==> config.mk <==
export PLATFORM = sky130hd
export DESIGN_NAME = mfr_flash_core
export DESIGN_NICKNAME = d
export VERILOG_FILES = /design/src/core/mfr_pkg.sv /design/src/core/mfr_flash_core.sv /design/src/core/mfr_sync.sv /design/src/core/mfr_page_buf.sv
export VERILOG_INCLUDE_DIRS = /design/src /design/src/core
export SDC_FILE = /design/constraint.sdc
export NUM_CORES = 2
export LEC_CHECK = 0
export BUFFER_PORTS_ARGS = -buffer_cell sky130_fd_sc_hd__buf_2
export CELL_PAD_IN_SITES_DETAIL_PLACEMENT = 0
export CELL_PAD_IN_SITES_GLOBAL_PLACEMENT = 1
export CORE_UTILIZATION = 55
export DETAILED_ROUTE_END_ITERATION = 16
export PLACE_DENSITY_LB_ADDON = 0.1
export RECOVER_POWER = 50
export SLEW_MARGIN = 5
export SYNTH_ARGS = -nofsm -noshare
export SYNTH_HDL_FRONTEND = slang
export SYNTH_SLANG_ARGS = --single-unit
==> constraint.sdc <==
create_clock -name clk_in -period 4.65 [get_ports clk_in]
set_input_delay 0.6975 -clock clk_in [delete_from_list [all_inputs] [get_ports clk_in]]
set_output_delay 0.6975 -clock clk_in [all_outputs]
set_load 0.1 [all_outputs]
==> src/core/mfr_cfg.svh <==
`ifndef MFR_CFG_SVH
`define MFR_CFG_SVH
`define MFR_OP_QOUT     8'h6b
`define MFR_OP_DIO      8'hbb
`define MFR_OP_QIO      8'heb
`define MFR_OP_QWORD    8'he7
`define MFR_OP_WRAP     8'h77
`define MFR_OP_PROG     8'h02
`define MFR_OP_WRITE_LATCH_SET_CMD     8'h06
`define MFR_OP_RDSR     8'h05
`define MFR_CMD_BITS    6'd8
`define MFR_ADDR_BITS   6'd24
`define MFR_AM_BITS     6'd32
`define MFR_WRAP_BITS   6'd32
`define MFR_DUMMY_QOUT  4'd8
`define MFR_DUMMY_QIO   4'd4
`define MFR_DUMMY_QWORD 4'd2
`define MFR_MODE_CONT   2'b10
`define MFR_WRAP_DIS    4
`define MFR_WRAP_LEN_HI 6
`define MFR_WRAP_LEN_LO 5
`define MFR_WRAP_DIS_RST 1'b1
`define MFR_WRAP_LEN_RST 2'b00
`define MFR_MASK_8      8'h07
`define MFR_MASK_16     8'h0f
`define MFR_MASK_32     8'h1f
`define MFR_MASK_64     8'h3f
`define MFR_PAGE_LAST   8'hff
`define MFR_CLK_MHZ     20
`define MFR_PAGE_WRITE_US 600
`endif

==> src/core/mfr_pkg.sv <==
package mfr_pkg;
	// command sequencer phases
	typedef enum logic [3:0] {
		ST_IDLE, ST_CMD, ST_ADDR, ST_DUMMY, ST_DATA,
		ST_WRAP, ST_PDATA, ST_STATUS, ST_IGNORE
	} mfr_state_t;
endpackage

==> src/core/mfr_flash_core.sv <==
`timescale 1ns/1ps
`include "mfr_cfg.svh"
module mfr_flash_core #(
	parameter int PAGE_WRITE_CYCLES = `MFR_PAGE_WRITE_US * `MFR_CLK_MHZ
) (
	// clock and reset
	input  wire logic        clk_in,
	input  wire logic        rst_b_in,
	// serial link pins
	input  wire logic        cs_b_in,
	input  wire logic        sck_in,
	input  wire logic [3:0]  data_line_in,
	output logic      [3:0]  data_line_out,
	output logic      [3:0]  data_line_oe_out,
	// status and protection
	input  wire logic        quad_enable_bit_in,
	input  wire logic        page_locked_in,
	output logic      [15:0] lock_page_out,
	output logic             write_latch_flag_out,
	output logic             write_in_progress_out,
	output logic      [2:0]  wrap_bits_out,
	output logic             cont_mode_out,
	// array read port
	output logic      [23:0] mem_addr_out,
	input  wire logic [7:0]  mem_rdata_in,
	// array program port
	output logic             prog_we_out,
	output logic      [23:0] prog_addr_out,
	output logic      [7:0]  prog_data_out
);
	// ========================================
	// pin synchronisers and edge detection
	logic [5:0] pins_s;
	logic       cs_s, sck_s, cs_d, sck_d;
	logic [3:0] io_s;

	// cs idles high and sck low in mode 0, so no false edge after reset
	mfr_sync #(.W(6), .INIT(6'h20)) u_sync (
		.clk_in   (clk_in),
		.rst_b_in (rst_b_in),
		.d_in     ({cs_b_in, sck_in, data_line_in}),
		.q_out    (pins_s)
	);
	assign cs_s  = pins_s[5];
	assign sck_s = pins_s[4];
	assign io_s  = pins_s[3:0];

	// previous levels for edge finding
	always_ff @(posedge clk_in or negedge rst_b_in) begin
		if (!rst_b_in) begin
			cs_d  <= 1'b1;
			sck_d <= 1'b0;
		end else begin
			cs_d  <= cs_s;
			sck_d <= sck_s;
		end
	end

	logic cs_fall, cs_rise, rise, fall;
	assign cs_fall = cs_d & ~cs_s;
	assign cs_rise = ~cs_d & cs_s;
	assign rise    = ~cs_s & sck_s & ~sck_d;
	assign fall    = ~cs_s & ~sck_s & sck_d;

	// ========================================
	// command sequencer
	mfr_pkg::mfr_state_t state;
	logic [7:0]  cmd, cont_cmd, byte_q, mode_q;
	logic [23:0] addr_q;
	logic [31:0] sh, sh_next;
	logic [5:0]  cnt, cnt_next;
	logic [3:0]  dcnt, dneed;
	logic [2:0]  lw;
	logic        io_cmd, pgot, cont_active, write_in_progress, write_latch_flag;
	logic        addr_p, mode_p, byte_p, write_latch_set_cmd_p, wrap_p, go_p;

	assign io_cmd = (cmd == `MFR_OP_DIO) || (cmd == `MFR_OP_QIO) ||
			(cmd == `MFR_OP_QWORD);

	always_comb begin
		lw = 3'd1;
		if (state == mfr_pkg::ST_ADDR && cmd == `MFR_OP_DIO) begin
			lw = 3'd2;
		end else if (state == mfr_pkg::ST_ADDR && io_cmd) begin
			lw = 3'd4;
		end
	end

	// shift in one, two or four bits, highest line first
	always_comb begin
		case (lw)
			3'd4:    sh_next = {sh[27:0], io_s};
			3'd2:    sh_next = {sh[29:0], io_s[1:0]};
			default: sh_next = {sh[30:0], io_s[0]};
		endcase
		cnt_next = cnt + {3'd0, lw};
	end

	always_comb begin
		case (cmd)
			`MFR_OP_QIO:   dneed = `MFR_DUMMY_QIO;
			`MFR_OP_QWORD: dneed = `MFR_DUMMY_QWORD;
			default:       dneed = `MFR_DUMMY_QOUT;
		endcase
	end

	// opcode decode; only status reads pass while a write runs
	function automatic mfr_pkg::mfr_state_t f_decode(
		input logic [7:0] op,
		input logic       busy,
		input logic       qe,
		input logic       latch
	);
		mfr_pkg::mfr_state_t s;
		s = mfr_pkg::ST_IGNORE;
		case (op)
			`MFR_OP_QOUT, `MFR_OP_DIO: s = mfr_pkg::ST_ADDR;
			`MFR_OP_QIO, `MFR_OP_QWORD: begin
				s = qe ? mfr_pkg::ST_ADDR : mfr_pkg::ST_IGNORE;
			end
			`MFR_OP_WRAP: s = mfr_pkg::ST_WRAP;
			`MFR_OP_PROG: begin
				s = latch ? mfr_pkg::ST_ADDR : mfr_pkg::ST_IGNORE;
			end
			`MFR_OP_RDSR: s = mfr_pkg::ST_STATUS;
			default:      s = mfr_pkg::ST_IGNORE;
		endcase
		if (busy && op != `MFR_OP_RDSR) begin
			s = mfr_pkg::ST_IGNORE;
		end
		return s;
	endfunction

	// all input bits taken on rise
	always_ff @(posedge clk_in or negedge rst_b_in) begin
		if (!rst_b_in) begin
			state  <= mfr_pkg::ST_IDLE;
			cmd    <= 8'h00;
			sh     <= 32'h0000_0000;
			cnt    <= 6'h00;
			dcnt   <= 4'h0;
			pgot   <= 1'b0;
			addr_q <= 24'h00_0000;
			mode_q <= 8'h00;
			byte_q <= 8'h00;
			addr_p <= 1'b0;
			mode_p <= 1'b0;
			byte_p <= 1'b0;
			write_latch_set_cmd_p <= 1'b0;
			wrap_p <= 1'b0;
			go_p   <= 1'b0;
		end else begin
			addr_p <= 1'b0;
			mode_p <= 1'b0;
			byte_p <= 1'b0;
			write_latch_set_cmd_p <= 1'b0;
			wrap_p <= 1'b0;
			go_p   <= 1'b0;
			if (cs_fall) begin
				cnt  <= 6'h00;
				dcnt <= 4'h0;
				pgot <= 1'b0;
				if (cont_active && !write_in_progress) begin
					state <= mfr_pkg::ST_ADDR;
					cmd   <= cont_cmd;
				end else begin
					state <= mfr_pkg::ST_CMD;
				end
			end else if (cs_rise) begin
				if (state == mfr_pkg::ST_PDATA && cnt[2:0] == 3'd0 &&
						pgot && !page_locked_in) begin
					go_p <= 1'b1;
				end
				state <= mfr_pkg::ST_IDLE;
			end else if (rise) begin
				sh  <= sh_next;
				cnt <= cnt_next;
				case (state)
					mfr_pkg::ST_CMD: begin
						if (cnt_next == `MFR_CMD_BITS) begin
							cnt   <= 6'h00;
							cmd   <= sh_next[7:0];
							state <= f_decode(sh_next[7:0], write_in_progress,
									quad_enable_bit_in, write_latch_flag);
							write_latch_set_cmd_p <= (sh_next[7:0] == `MFR_OP_WRITE_LATCH_SET_CMD) && !write_in_progress;
						end
					end
					mfr_pkg::ST_ADDR: begin
						if (cnt_next == (io_cmd ? `MFR_AM_BITS :
								`MFR_ADDR_BITS)) begin
							cnt    <= 6'h00;
							addr_q <= io_cmd ? sh_next[31:8] : sh_next[23:0];
							mode_q <= sh_next[7:0];
							addr_p <= 1'b1;
							mode_p <= io_cmd;
							if (cmd == `MFR_OP_PROG) begin
								state <= mfr_pkg::ST_PDATA;
							end else if (cmd == `MFR_OP_DIO) begin
								state <= mfr_pkg::ST_DATA;
							end else begin
								state <= mfr_pkg::ST_DUMMY;
							end
						end
					end
					mfr_pkg::ST_DUMMY: begin
						dcnt <= dcnt + 4'd1;
						if (dcnt + 4'd1 == dneed) begin
							state <= mfr_pkg::ST_DATA;
						end
					end
					mfr_pkg::ST_WRAP: begin
						// wrap byte after 24 dummy bits
						if (cnt_next == `MFR_WRAP_BITS) begin
							byte_q <= sh_next[7:0];
							wrap_p <= 1'b1;
							state  <= mfr_pkg::ST_IGNORE;
						end
					end
					mfr_pkg::ST_PDATA: begin
						if (cnt_next[2:0] == 3'd0) begin
							byte_q <= sh_next[7:0];
							byte_p <= 1'b1;
							pgot   <= 1'b1;
						end
					end
					mfr_pkg::ST_DATA, mfr_pkg::ST_STATUS,
					mfr_pkg::ST_IGNORE, mfr_pkg::ST_IDLE: begin
					end
					default: state <= mfr_pkg::ST_IDLE;
				endcase
			end
		end
	end

	// ========================================
	// continuous mode and wrap setting
	logic       wrap_dis;
	logic [1:0] wrap_len;
	logic [7:0] wmask;
	logic       wrap_on;

	// mode bits decide the next frame
	always_ff @(posedge clk_in or negedge rst_b_in) begin
		if (!rst_b_in) begin
			cont_active <= 1'b0;
			cont_cmd    <= 8'h00;
		end else if (mode_p) begin
			cont_active <= (mode_q[5:4] == `MFR_MODE_CONT);
			cont_cmd    <= cmd;
		end
	end

	always_ff @(posedge clk_in or negedge rst_b_in) begin
		if (!rst_b_in) begin
			wrap_dis <= `MFR_WRAP_DIS_RST;
			wrap_len <= `MFR_WRAP_LEN_RST;
		end else if (wrap_p) begin
			wrap_dis <= byte_q[`MFR_WRAP_DIS];
			wrap_len <= byte_q[`MFR_WRAP_LEN_HI:`MFR_WRAP_LEN_LO];
		end
	end

	// wrap applies to quad io reads
	always_comb begin
		case (wrap_len)
			2'b00:   wmask = `MFR_MASK_8;
			2'b01:   wmask = `MFR_MASK_16;
			2'b10:   wmask = `MFR_MASK_32;
			default: wmask = `MFR_MASK_64;
		endcase
		wrap_on = !wrap_dis &&
			(cmd == `MFR_OP_QIO || cmd == `MFR_OP_QWORD);
	end

	// ========================================
	// output path: data driven on serial clock fall
	logic [23:0] rd_addr, rd_next;
	logic [7:0]  ob, ov, srcb;
	logic [3:0]  oleft;
	logic [2:0]  ow;
	logic [3:0]  omask;
	logic        load;

	always_comb begin
		ow    = 3'd4;
		omask = 4'hf;
		if (state == mfr_pkg::ST_STATUS) begin
			ow    = 3'd1;
			omask = 4'h2;
		end else if (cmd == `MFR_OP_DIO) begin
			ow    = 3'd2;
			omask = 4'h3;
		end
		load = (oleft == 4'd0);
		srcb = (state == mfr_pkg::ST_STATUS) ? {6'h00, write_latch_flag, write_in_progress} :
			mem_rdata_in;
		ov   = load ? srcb : ob;
	end

	always_comb begin
		rd_next = rd_addr + 24'd1;
		if (wrap_on) begin
			rd_next[7:0] = (rd_addr[7:0] & ~wmask) |
				((rd_addr[7:0] + 8'd1) & wmask);
		end
	end

	always_ff @(posedge clk_in or negedge rst_b_in) begin
		if (!rst_b_in) begin
			rd_addr          <= 24'h00_0000;
			ob               <= 8'h00;
			oleft            <= 4'd0;
			data_line_out    <= 4'h0;
			data_line_oe_out <= 4'h0;
		end else if (cs_s) begin
			oleft            <= 4'd0;
			data_line_oe_out <= 4'h0;
		end else if (addr_p) begin
			rd_addr <= addr_q;
			oleft   <= 4'd0;
		end else if (fall && (state == mfr_pkg::ST_DATA ||
				state == mfr_pkg::ST_STATUS)) begin
			data_line_oe_out <= omask;
			ob    <= 8'(ov << ow);
			oleft <= (load ? 4'd8 : oleft) - {1'b0, ow};
			case (ow)
				3'd4:    data_line_out <= ov[7:4];
				3'd2:    data_line_out <= {2'b00, ov[7:6]};
				default: data_line_out <= {2'b00, ov[7], 1'b0};
			endcase
			if (load && state == mfr_pkg::ST_DATA) begin
				rd_addr <= rd_next;
			end
		end
	end

	// ========================================
	// page write: buffer, sweep and timed cycle
	logic [15:0] pg;
	logic [7:0]  pidx, sw_idx, pb_data;
	logic        pb_valid, sw_act, tmr_act;
	logic [23:0] tmr;

	mfr_page_buf u_page (
		.clk_in       (clk_in),
		.rst_b_in     (rst_b_in),
		.clr_in       (addr_p && cmd == `MFR_OP_PROG),
		.wr_in        (byte_p),
		.wr_idx_in    (pidx),
		.wr_data_in   (byte_q),
		.rd_idx_in    (sw_idx),
		.rd_data_out  (pb_data),
		.rd_valid_out (pb_valid)
	);

	always_ff @(posedge clk_in or negedge rst_b_in) begin
		if (!rst_b_in) begin
			pg   <= 16'h0000;
			pidx <= 8'h00;
		end else if (addr_p && cmd == `MFR_OP_PROG) begin
			pg   <= addr_q[23:8];
			pidx <= addr_q[7:0];
		end else if (byte_p) begin
			pidx <= pidx + 8'd1;
		end
	end

	// sweep valid bytes then hold busy
	always_ff @(posedge clk_in or negedge rst_b_in) begin
		if (!rst_b_in) begin
			sw_act        <= 1'b0;
			sw_idx        <= 8'h00;
			tmr_act       <= 1'b0;
			tmr           <= 24'h00_0000;
			write_latch_flag           <= 1'b0;
			prog_we_out   <= 1'b0;
			prog_addr_out <= 24'h00_0000;
			prog_data_out <= 8'h00;
		end else begin
			prog_we_out <= sw_act && pb_valid;
			if (sw_act) begin
				prog_addr_out <= {pg, sw_idx};
				prog_data_out <= pb_data;
				sw_idx        <= sw_idx + 8'd1;
				if (sw_idx == `MFR_PAGE_LAST) begin
					sw_act  <= 1'b0;
					tmr_act <= 1'b1;
					tmr     <= 24'h00_0000;
					write_latch_flag     <= 1'b0;
				end
			end else if (tmr_act) begin
				tmr <= tmr + 24'd1;
				if (tmr == 24'(PAGE_WRITE_CYCLES - 1)) begin
					tmr_act <= 1'b0;
				end
			end else if (go_p) begin
				sw_act <= 1'b1;
				sw_idx <= 8'h00;
			end
			if (write_latch_set_cmd_p) begin
				write_latch_flag <= 1'b1;
			end
		end
	end

	assign write_in_progress                   = sw_act | tmr_act | go_p;
	assign write_in_progress_out = write_in_progress;
	assign write_latch_flag_out  = write_latch_flag;
	assign lock_page_out         = pg;
	assign mem_addr_out          = rd_addr;
	assign wrap_bits_out         = {wrap_len, wrap_dis};
	assign cont_mode_out         = cont_active;
endmodule

==> src/core/mfr_sync.sv <==
`timescale 1ns/1ps
// two flop synchroniser, first stage read only by the second
module mfr_sync #(
	parameter int         W    = 1,
	parameter logic [5:0] INIT = 6'h00
) (
	input  wire logic         clk_in,
	input  wire logic         rst_b_in,
	input  wire logic [W-1:0] d_in,
	output logic      [W-1:0] q_out
);
	logic [W-1:0] meta;

	// resets to the idle level of the pins
	always_ff @(posedge clk_in or negedge rst_b_in) begin
		if (!rst_b_in) begin
			meta  <= INIT[W-1:0];
			q_out <= INIT[W-1:0];
		end else begin
			meta  <= d_in;
			q_out <= meta;
		end
	end
endmodule

==> src/core/mfr_page_buf.sv <==
`timescale 1ns/1ps
// one page of write data plus a per-byte valid mask
module mfr_page_buf (
	input  wire logic       clk_in,
	input  wire logic       rst_b_in,
	// fill side
	input  wire logic       clr_in,
	input  wire logic       wr_in,
	input  wire logic [7:0] wr_idx_in,
	input  wire logic [7:0] wr_data_in,
	// drain side
	input  wire logic [7:0] rd_idx_in,
	output logic      [7:0] rd_data_out,
	output logic            rd_valid_out
);
	logic [7:0]   mem [256];
	logic [255:0] valid;

	// later bytes to the same slot overwrite, so only the last 256 survive
	always_ff @(posedge clk_in) begin
		if (wr_in) begin
			mem[wr_idx_in] <= wr_data_in;
		end
	end

	// untouched slots stay invalid and leave the page unchanged
	always_ff @(posedge clk_in or negedge rst_b_in) begin
		if (!rst_b_in) begin
			valid <= '0;
		end else if (clr_in) begin
			valid <= '0;
		end else if (wr_in) begin
			valid[wr_idx_in] <= 1'b1;
		end
	end

	assign rd_data_out  = mem[rd_idx_in];
	assign rd_valid_out = valid[rd_idx_in];
endmodule

-- Yosys cells after proc, flatten, opt, wreduce, memory -nomap -nowiden
Memory sizes are Yosys's and may differ from the RTL's. A register that Yosys moved wholly into a read port is not among the register bits.
Index checks and enable logic that the tools add are counted.
- bits in registers: 508
- RAM bits: 2048
- input bits: 18
- output and inout bits: 87
- word-level logic and storage cells: 297
- memories: 1
- memory list (name ; depth ; bits a word ; read ports ; clocked after memory_dff ; write ports ; line ; text):
    u_page.mem ; 256 ; 8 ; 1 ; 1 ; 1 ; mfr_page_buf.sv:16 ; logic [7:0] mem [256];
- add/sub/neg operators: 8
- order comparisons: 3
- equality and inequality tests: 46
- shift operators: 1
- multiplexer cells: 119
- bitwise logic cells: 20
- reductions and logical operators: 61
- operator list (kind ; count):
    2-to-1 mux 256 bit ; 2
    OR 256 bit ; 1
    2-to-1 mux 24 bit ; 7
    2-to-1 mux 8 bit ; 16
    2-to-1 mux 4 bit ; 23
    case mux 32 bit (2 select lines) ; 1
    equality test 8 bit (second input constant) ; 7
    adder 24 x 1 -> 24 bit (second input constant) ; 2
    2-to-1 mux 1 bit ; 48
    case mux 4 bit (5 select lines) ; 2
    2-to-1 mux 6 bit ; 6
    nonzero test 2 bit ; 15
    adder 8 x 1 -> 8 bit (second input constant) ; 3
    equality test 24 x 14 -> 1 bit (second input constant) ; 1
    < comparator 8 x 9 -> 1 bit (second input constant) ; 2
    2-to-1 mux 3 bit ; 6
    case mux 6 bit (3 select lines) ; 1
    AND 8 bit ; 2
    equality test 4 x 3 -> 1 bit (second input constant) ; 4
    equality test 8 x 2 -> 1 bit (second input constant) ; 2
    equality test 8 x 3 -> 1 bit (second input constant) ; 2
    equality test 8 x 7 -> 1 bit (second input constant) ; 2
    case mux 4 bit (2 select lines) ; 2
    case mux 8 bit (2 select lines) ; 1
    other kinds (45) ; 100

-- Depth between registers and ports, before layout
- depth in word-level cells: 17
- depth in mapped cells: 19
- mapped depth without buffers: 15

-- By module
Synthesis repeated with hierarchy kept, for this count alone.
- cell total of the unflattened synthesis: 6031
- area, all modules: 102643.4 um^2
- modules (own cells, without submodules) (module ; instances ; cells each ; area an instance (um^2) ; seq. area each (um^2)):
    mfr_page_buf ; 1 ; 4643 ; 89724.8 ; 67905.1
    mfr_flash_core ; 1 ; 1376 ; 12615.8 ; 6083.3
    mfr_sync ; 1 ; 12 ; 302.8 ; 302.8

-- Least setup slack after synthesis
OpenSTA, ideal clock, no wires.
- kind: register to register
- start: register state[3]
- end: register cmd[5]
- library setup time: 77 ps
- data arrival time: 4127 ps
- data required time: 4573 ps
- slack: 445 ps
- cell stages (with the launch flop): 18
- path buffers: 3
- clock period less this slack: 4205 ps
- path through: dfrtp_1 > clkbuf_1 > nor4b_1 > nand2_1 > nor2_2 > clkinv_1 > clkbuf_1 > ha_1 > fa_1 > xor2_1 > nor3_1 > nand2_1 > or3_1 > nor3_1 > a41o_1 > clkbuf_1 > nor2_1 > a21oi_1
- word-level cells in the longest chain between the ends: 11
- elaborated cells between the ends (all ways): 19
- those cells by class: add/sub (1); eq/ne (5); mux (8); reduce/logical (5)
- RTL lines (element ; line ; text):
    start: declaration ; mfr_flash_core.sv:67 ; mfr_pkg::mfr_state_t state;
    start signal: assignment ; mfr_flash_core.sv:137 ; state <= mfr_pkg::ST_IDLE;
    start signal: assignment ; mfr_flash_core.sv:164 ; state <= mfr_pkg::ST_ADDR;
    start signal: assignment ; mfr_flash_core.sv:167 ; state <= mfr_pkg::ST_CMD;
    branches (longest 11 deep; another with adder 6 x 3 -> 6 bit) ; - ;
    end signal: assignment ; mfr_flash_core.sv:165 ; cmd <= cont_cmd;
    end signal: assignment ; mfr_flash_core.sv:182 ; cmd <= sh_next[7:0];
    end: declaration ; mfr_flash_core.sv:68 ; logic [7:0] cmd, cont_cmd, byte_q, mode_q;
Several ways; the timed one is not identified. The select of a mux whose other input is x is not followed.
A chain may end at the register's enable or synchronous reset.

-- Final worst setup path
- start: register state[0]
- end: register mode_q[5]
- word-level cells in the longest chain between the ends: 7
- elaborated cells between the ends (all ways): 11
- those cells by class: add/sub (1); eq/ne (4); mux (3); reduce/logical (3)
- RTL lines (element ; line ; text):
    equality test 4 x 2 -> 1 bit * ; mfr_flash_core.sv:82, mfr_flash_core.sv:84, mfr_flash_core.sv:178 ;
    logical AND 1 bit ; mfr_flash_core.sv:84 ; end else if (state == mfr_pkg::ST_ADDR && io_cmd) begin
    2-to-1 mux 3 bit ; mfr_flash_core.sv:84 ;
    2-to-1 mux 3 bit ; mfr_flash_core.sv:82 ; if (state == mfr_pkg::ST_ADDR && cmd == `MFR_OP_DIO) begin
    adder 6 x 3 -> 6 bit ; mfr_flash_core.sv:96 ; cnt_next = cnt + {3'd0, lw};
    equality test 6 bit ; mfr_flash_core.sv:189 ; if (cnt_next == (io_cmd ? `MFR_AM_BITS :
    AND reduction 5 bit (no source line) ; - ;
    end signal: assignment ; mfr_flash_core.sv:193 ; mode_q <= sh_next[7:0];
    end: declaration ; mfr_flash_core.sv:68 ;
Every way passes the cells marked *; elsewhere a longest branch is shown, timed or not.

==> metrics.cfg <==
[run_status]
status=complete, but fails checks
violations=capacitance limit, slew limit

[sta]
fin_tns_setup_ns=0
relSlewSlack=-1.20
finalSetupViolations=0
fmax_mhz=229
period_share=0.937
whs_ns=0.151
min_period_ns=4.36
hold_violations=0
worstMarginPinSlew_ns=3.30
finClkSkew_ns=0.0414
drv_slew=1422
fin_ws_ns=0.293
rsz0062_at_grt=false

[clock_network]
clkLatencyLatePin_ns=0.93
cts_buffers=279
cts_tree=yes
path_clk_slew_ns=0.06
clockBufferDepth=4
cts.sinks=2559
ctsResizeCount=0
htreeDepth=5
clockRootBuffer=clkbuf_16

[routing]
drtAntennaViolNets=0
drt-total-wl_um=249000
vias=52040
drc=0
drt_first_pass_iters=5
wl_per_cell_um=30.2
drt_iter0_drc=5120
via_per_inst=6.33

[grt]
grt_usage=0.272
gr-total-overflow=0
antenna_found_initial=9
grt_pass1_vias=52628
grt_pass1_wl_um=367000
grt_max_degree=210

[placement]
place_ws_ns=0.352
gp_congestion=0.832
dp_hpwl_um=151000
port_buffers=104

[setup_path]
critPathLaunchType=flop
worstPathArrival_ns=5.11
worstReg2RegStart=state[0]
end_kind=flop
path_class=flop to flop
crit_start=state[0]
worstPathMaxFanout=52
critPathRequiredTime_ns=5.40

[logic_synthesis]
yosysSeqAreaShare=0.727
ys_types=69
netlist_instances=5277
synth_nets=5313
synth.cell_area_um2=102000
yosysWarnings=0
synth-edff-count=2048
syn_avg_cell_area_um2=19.4
ys_ff_latch=2559
synthArstFlopShare=0.200
synth_ff_type=edfxtp_1

[die]
pin_count=105
die_area_um2=187000
dieHeight_um=433
core_um2=184000
start_util=0.556
die_w_um=433
rows=157

[final_layout]
regArea_um2=74300
multi_input_area_um2=26500
fillers=12982
drive_above_1_share=0.267
final_nets=5595
area_delta_synth_final_pct=12.7
post-route-util=0.626

[worst_hold_path]
hold_path.class=primary input to flop
min_from=page_locked_in

[power]
ir_worst_vdd_mv=0.322
total_power_mw=46.6
p_per_area_nw_per_um2=405
p_leak_nw=39.4

[job]
drv_cap=16

[stage by stage]
| stage | cells | instance area, um^2 |
|---|---|---|
| 2_1_floorplan | 5277 | 102000 |
| 3_3_place_gp | 7735 | 107000 |
| 3_5_place_dp | 7735 | 107000 |
| 4_1_cts | 8223 | 115000 |
| 5_1_grt | 8223 | 115000 |
| 6_report | 8224 | 115000 |
[final timing paths]
path                                     endpoint  slack [ns]  depth (start not counted)
worst max-delay path                    mode_q[5]        0.29                         12
worst min-delay path                         go_p        0.15                          3
worst max register to register          mode_q[5]        0.29                         12
worst min register to register    u_sync.q_out[4]        0.35                          0
max in group asynchronous        u_page.valid[26]        0.76                          3
min in group asynchronous       u_page.valid[167]        1.11                          2
[Yosys cell counts, drive strengths merged (3+ instances only)]
cell,number,area [um^2]
a211oi,10,75.1
a21o,6,45.0
a21oi,116,581
a221oi,3,26.3
a22o,3,26.3
a22oi,30,225
a2bb2oi,3,26.3
a311oi,5,43.8
a31oi,12,75.1
and2,7,43.8
and3,20,125
and4,4,35.0
buf,115,546
clkbuf,209,785
clkinv,4,15.0
dfrtp,507,12700
dfstp,4,105
edfxtp,2048,61500
ha,16,200
inv,31,116
mux2,70,788
mux2i,39,390
mux4,756,17000
nand2,193,724
nand2b,8,50.1
nand3,69,345
nand3b,3,22.5
nand4,21,138
nor2,389,1470
nor2b,13,81.3
nor3,31,155
nor4,13,81.3
nor4b,7,61.3
o211ai,7,52.6
o21a,260,1950
o21ai,148,741
o22ai,20,125
o31ai,8,60.1
or2,5,31.3
or3,10,62.6
or4,5,37.5
xnor2,11,96.3
xor2,12,105
[placed cells by master (no fill, tap or decap), types with 30 or more instances in the layout]
master	count
edfxtp_1	2048
mux4_2	756
dfrtp_1	502
nor2_1	385
clkbuf_16	288
o21a_1	260
nand2_1	192
buf_4	163
o21ai_0	146
a21oi_1	116
buf_2	103
clkbuf_1	77
mux2_2	70
nand3_1	57
clkinv_1	52
mux2i_1	39
clkinv_2	37
nor3_1	31
buf_12	31
inv_1	30
a22oi_1	30
[per-layer routing]
layer,track usage,vias to the layer above,wire (um)
li1,-,21950,-
met1,0.395,27881,104000
met2,0.426,1872,120000
met3,0.0513,337,17800
met4,0.0750,0,6490
met5,0,-,0
[timing repair]
| item | in CTS | in global routing |
|---|---|---|
| hold buffers | 7 | 0 |
| hold endpoints to repair | 74 | 0 |
| buffers inserted | 0 | 0 |
[power by group]
part	leakage [nW]	switching, mW	total [mW]	internal [mW]
clock network	4.19	8.68	21.0	12.4
logic	8.06	0.600	0.837	0.237
registers	27.1	0.147	24.7	24.6
total	39.4	9.43	46.6	37.2
[final cells by class]
type | instances | area share
tap | 2464 | 0.0268
sequential | 2559 | 0.646
clock inverter | 109 | 0.00781
clock buffer | 372 | 0.0666
inverter | 35 | 0.00114
timing repair buffer | 325 | 0.0221
antenna | 1 | 0.0000217
multi-input combinational | 2359 | 0.230
[flip-flops by register name, indices dropped and copies added, names as in the netlist, 16 cells and up, named ones only]
register       cells
prog_addr_out     24
mem_addr_out      21
sh                31
u_page.mem      2048
addr_q            24
lock_page_out     16
u_page.valid     256
tmr               24
[worst max-delay path: stages, from the launching register on]
cell and delay [ns]:
dfrtp_1 0.47, or4b_1 0.92, nor2_1 0.36, ha_1 0.29, a21o_1 0.17, a21oi_1 0.28
xnor2_1 0.18, nor3_1 0.30, o2bb2ai_1 0.16, nand3_1 0.15, or2_2 0.62, nand2_1 0.17
o21ai_0 0.10
[cell families after synthesis]
group	Yosys count	synth area share
compound gates	651	0.0414
xor+xnor	23	0.00197
buf+inv	359	0.0143
fa+ha+maj	18	0.00235
flops	2559	0.727
simple gates	802	0.0344
mux	865	0.178
Power figures use the tool's default switching activity.
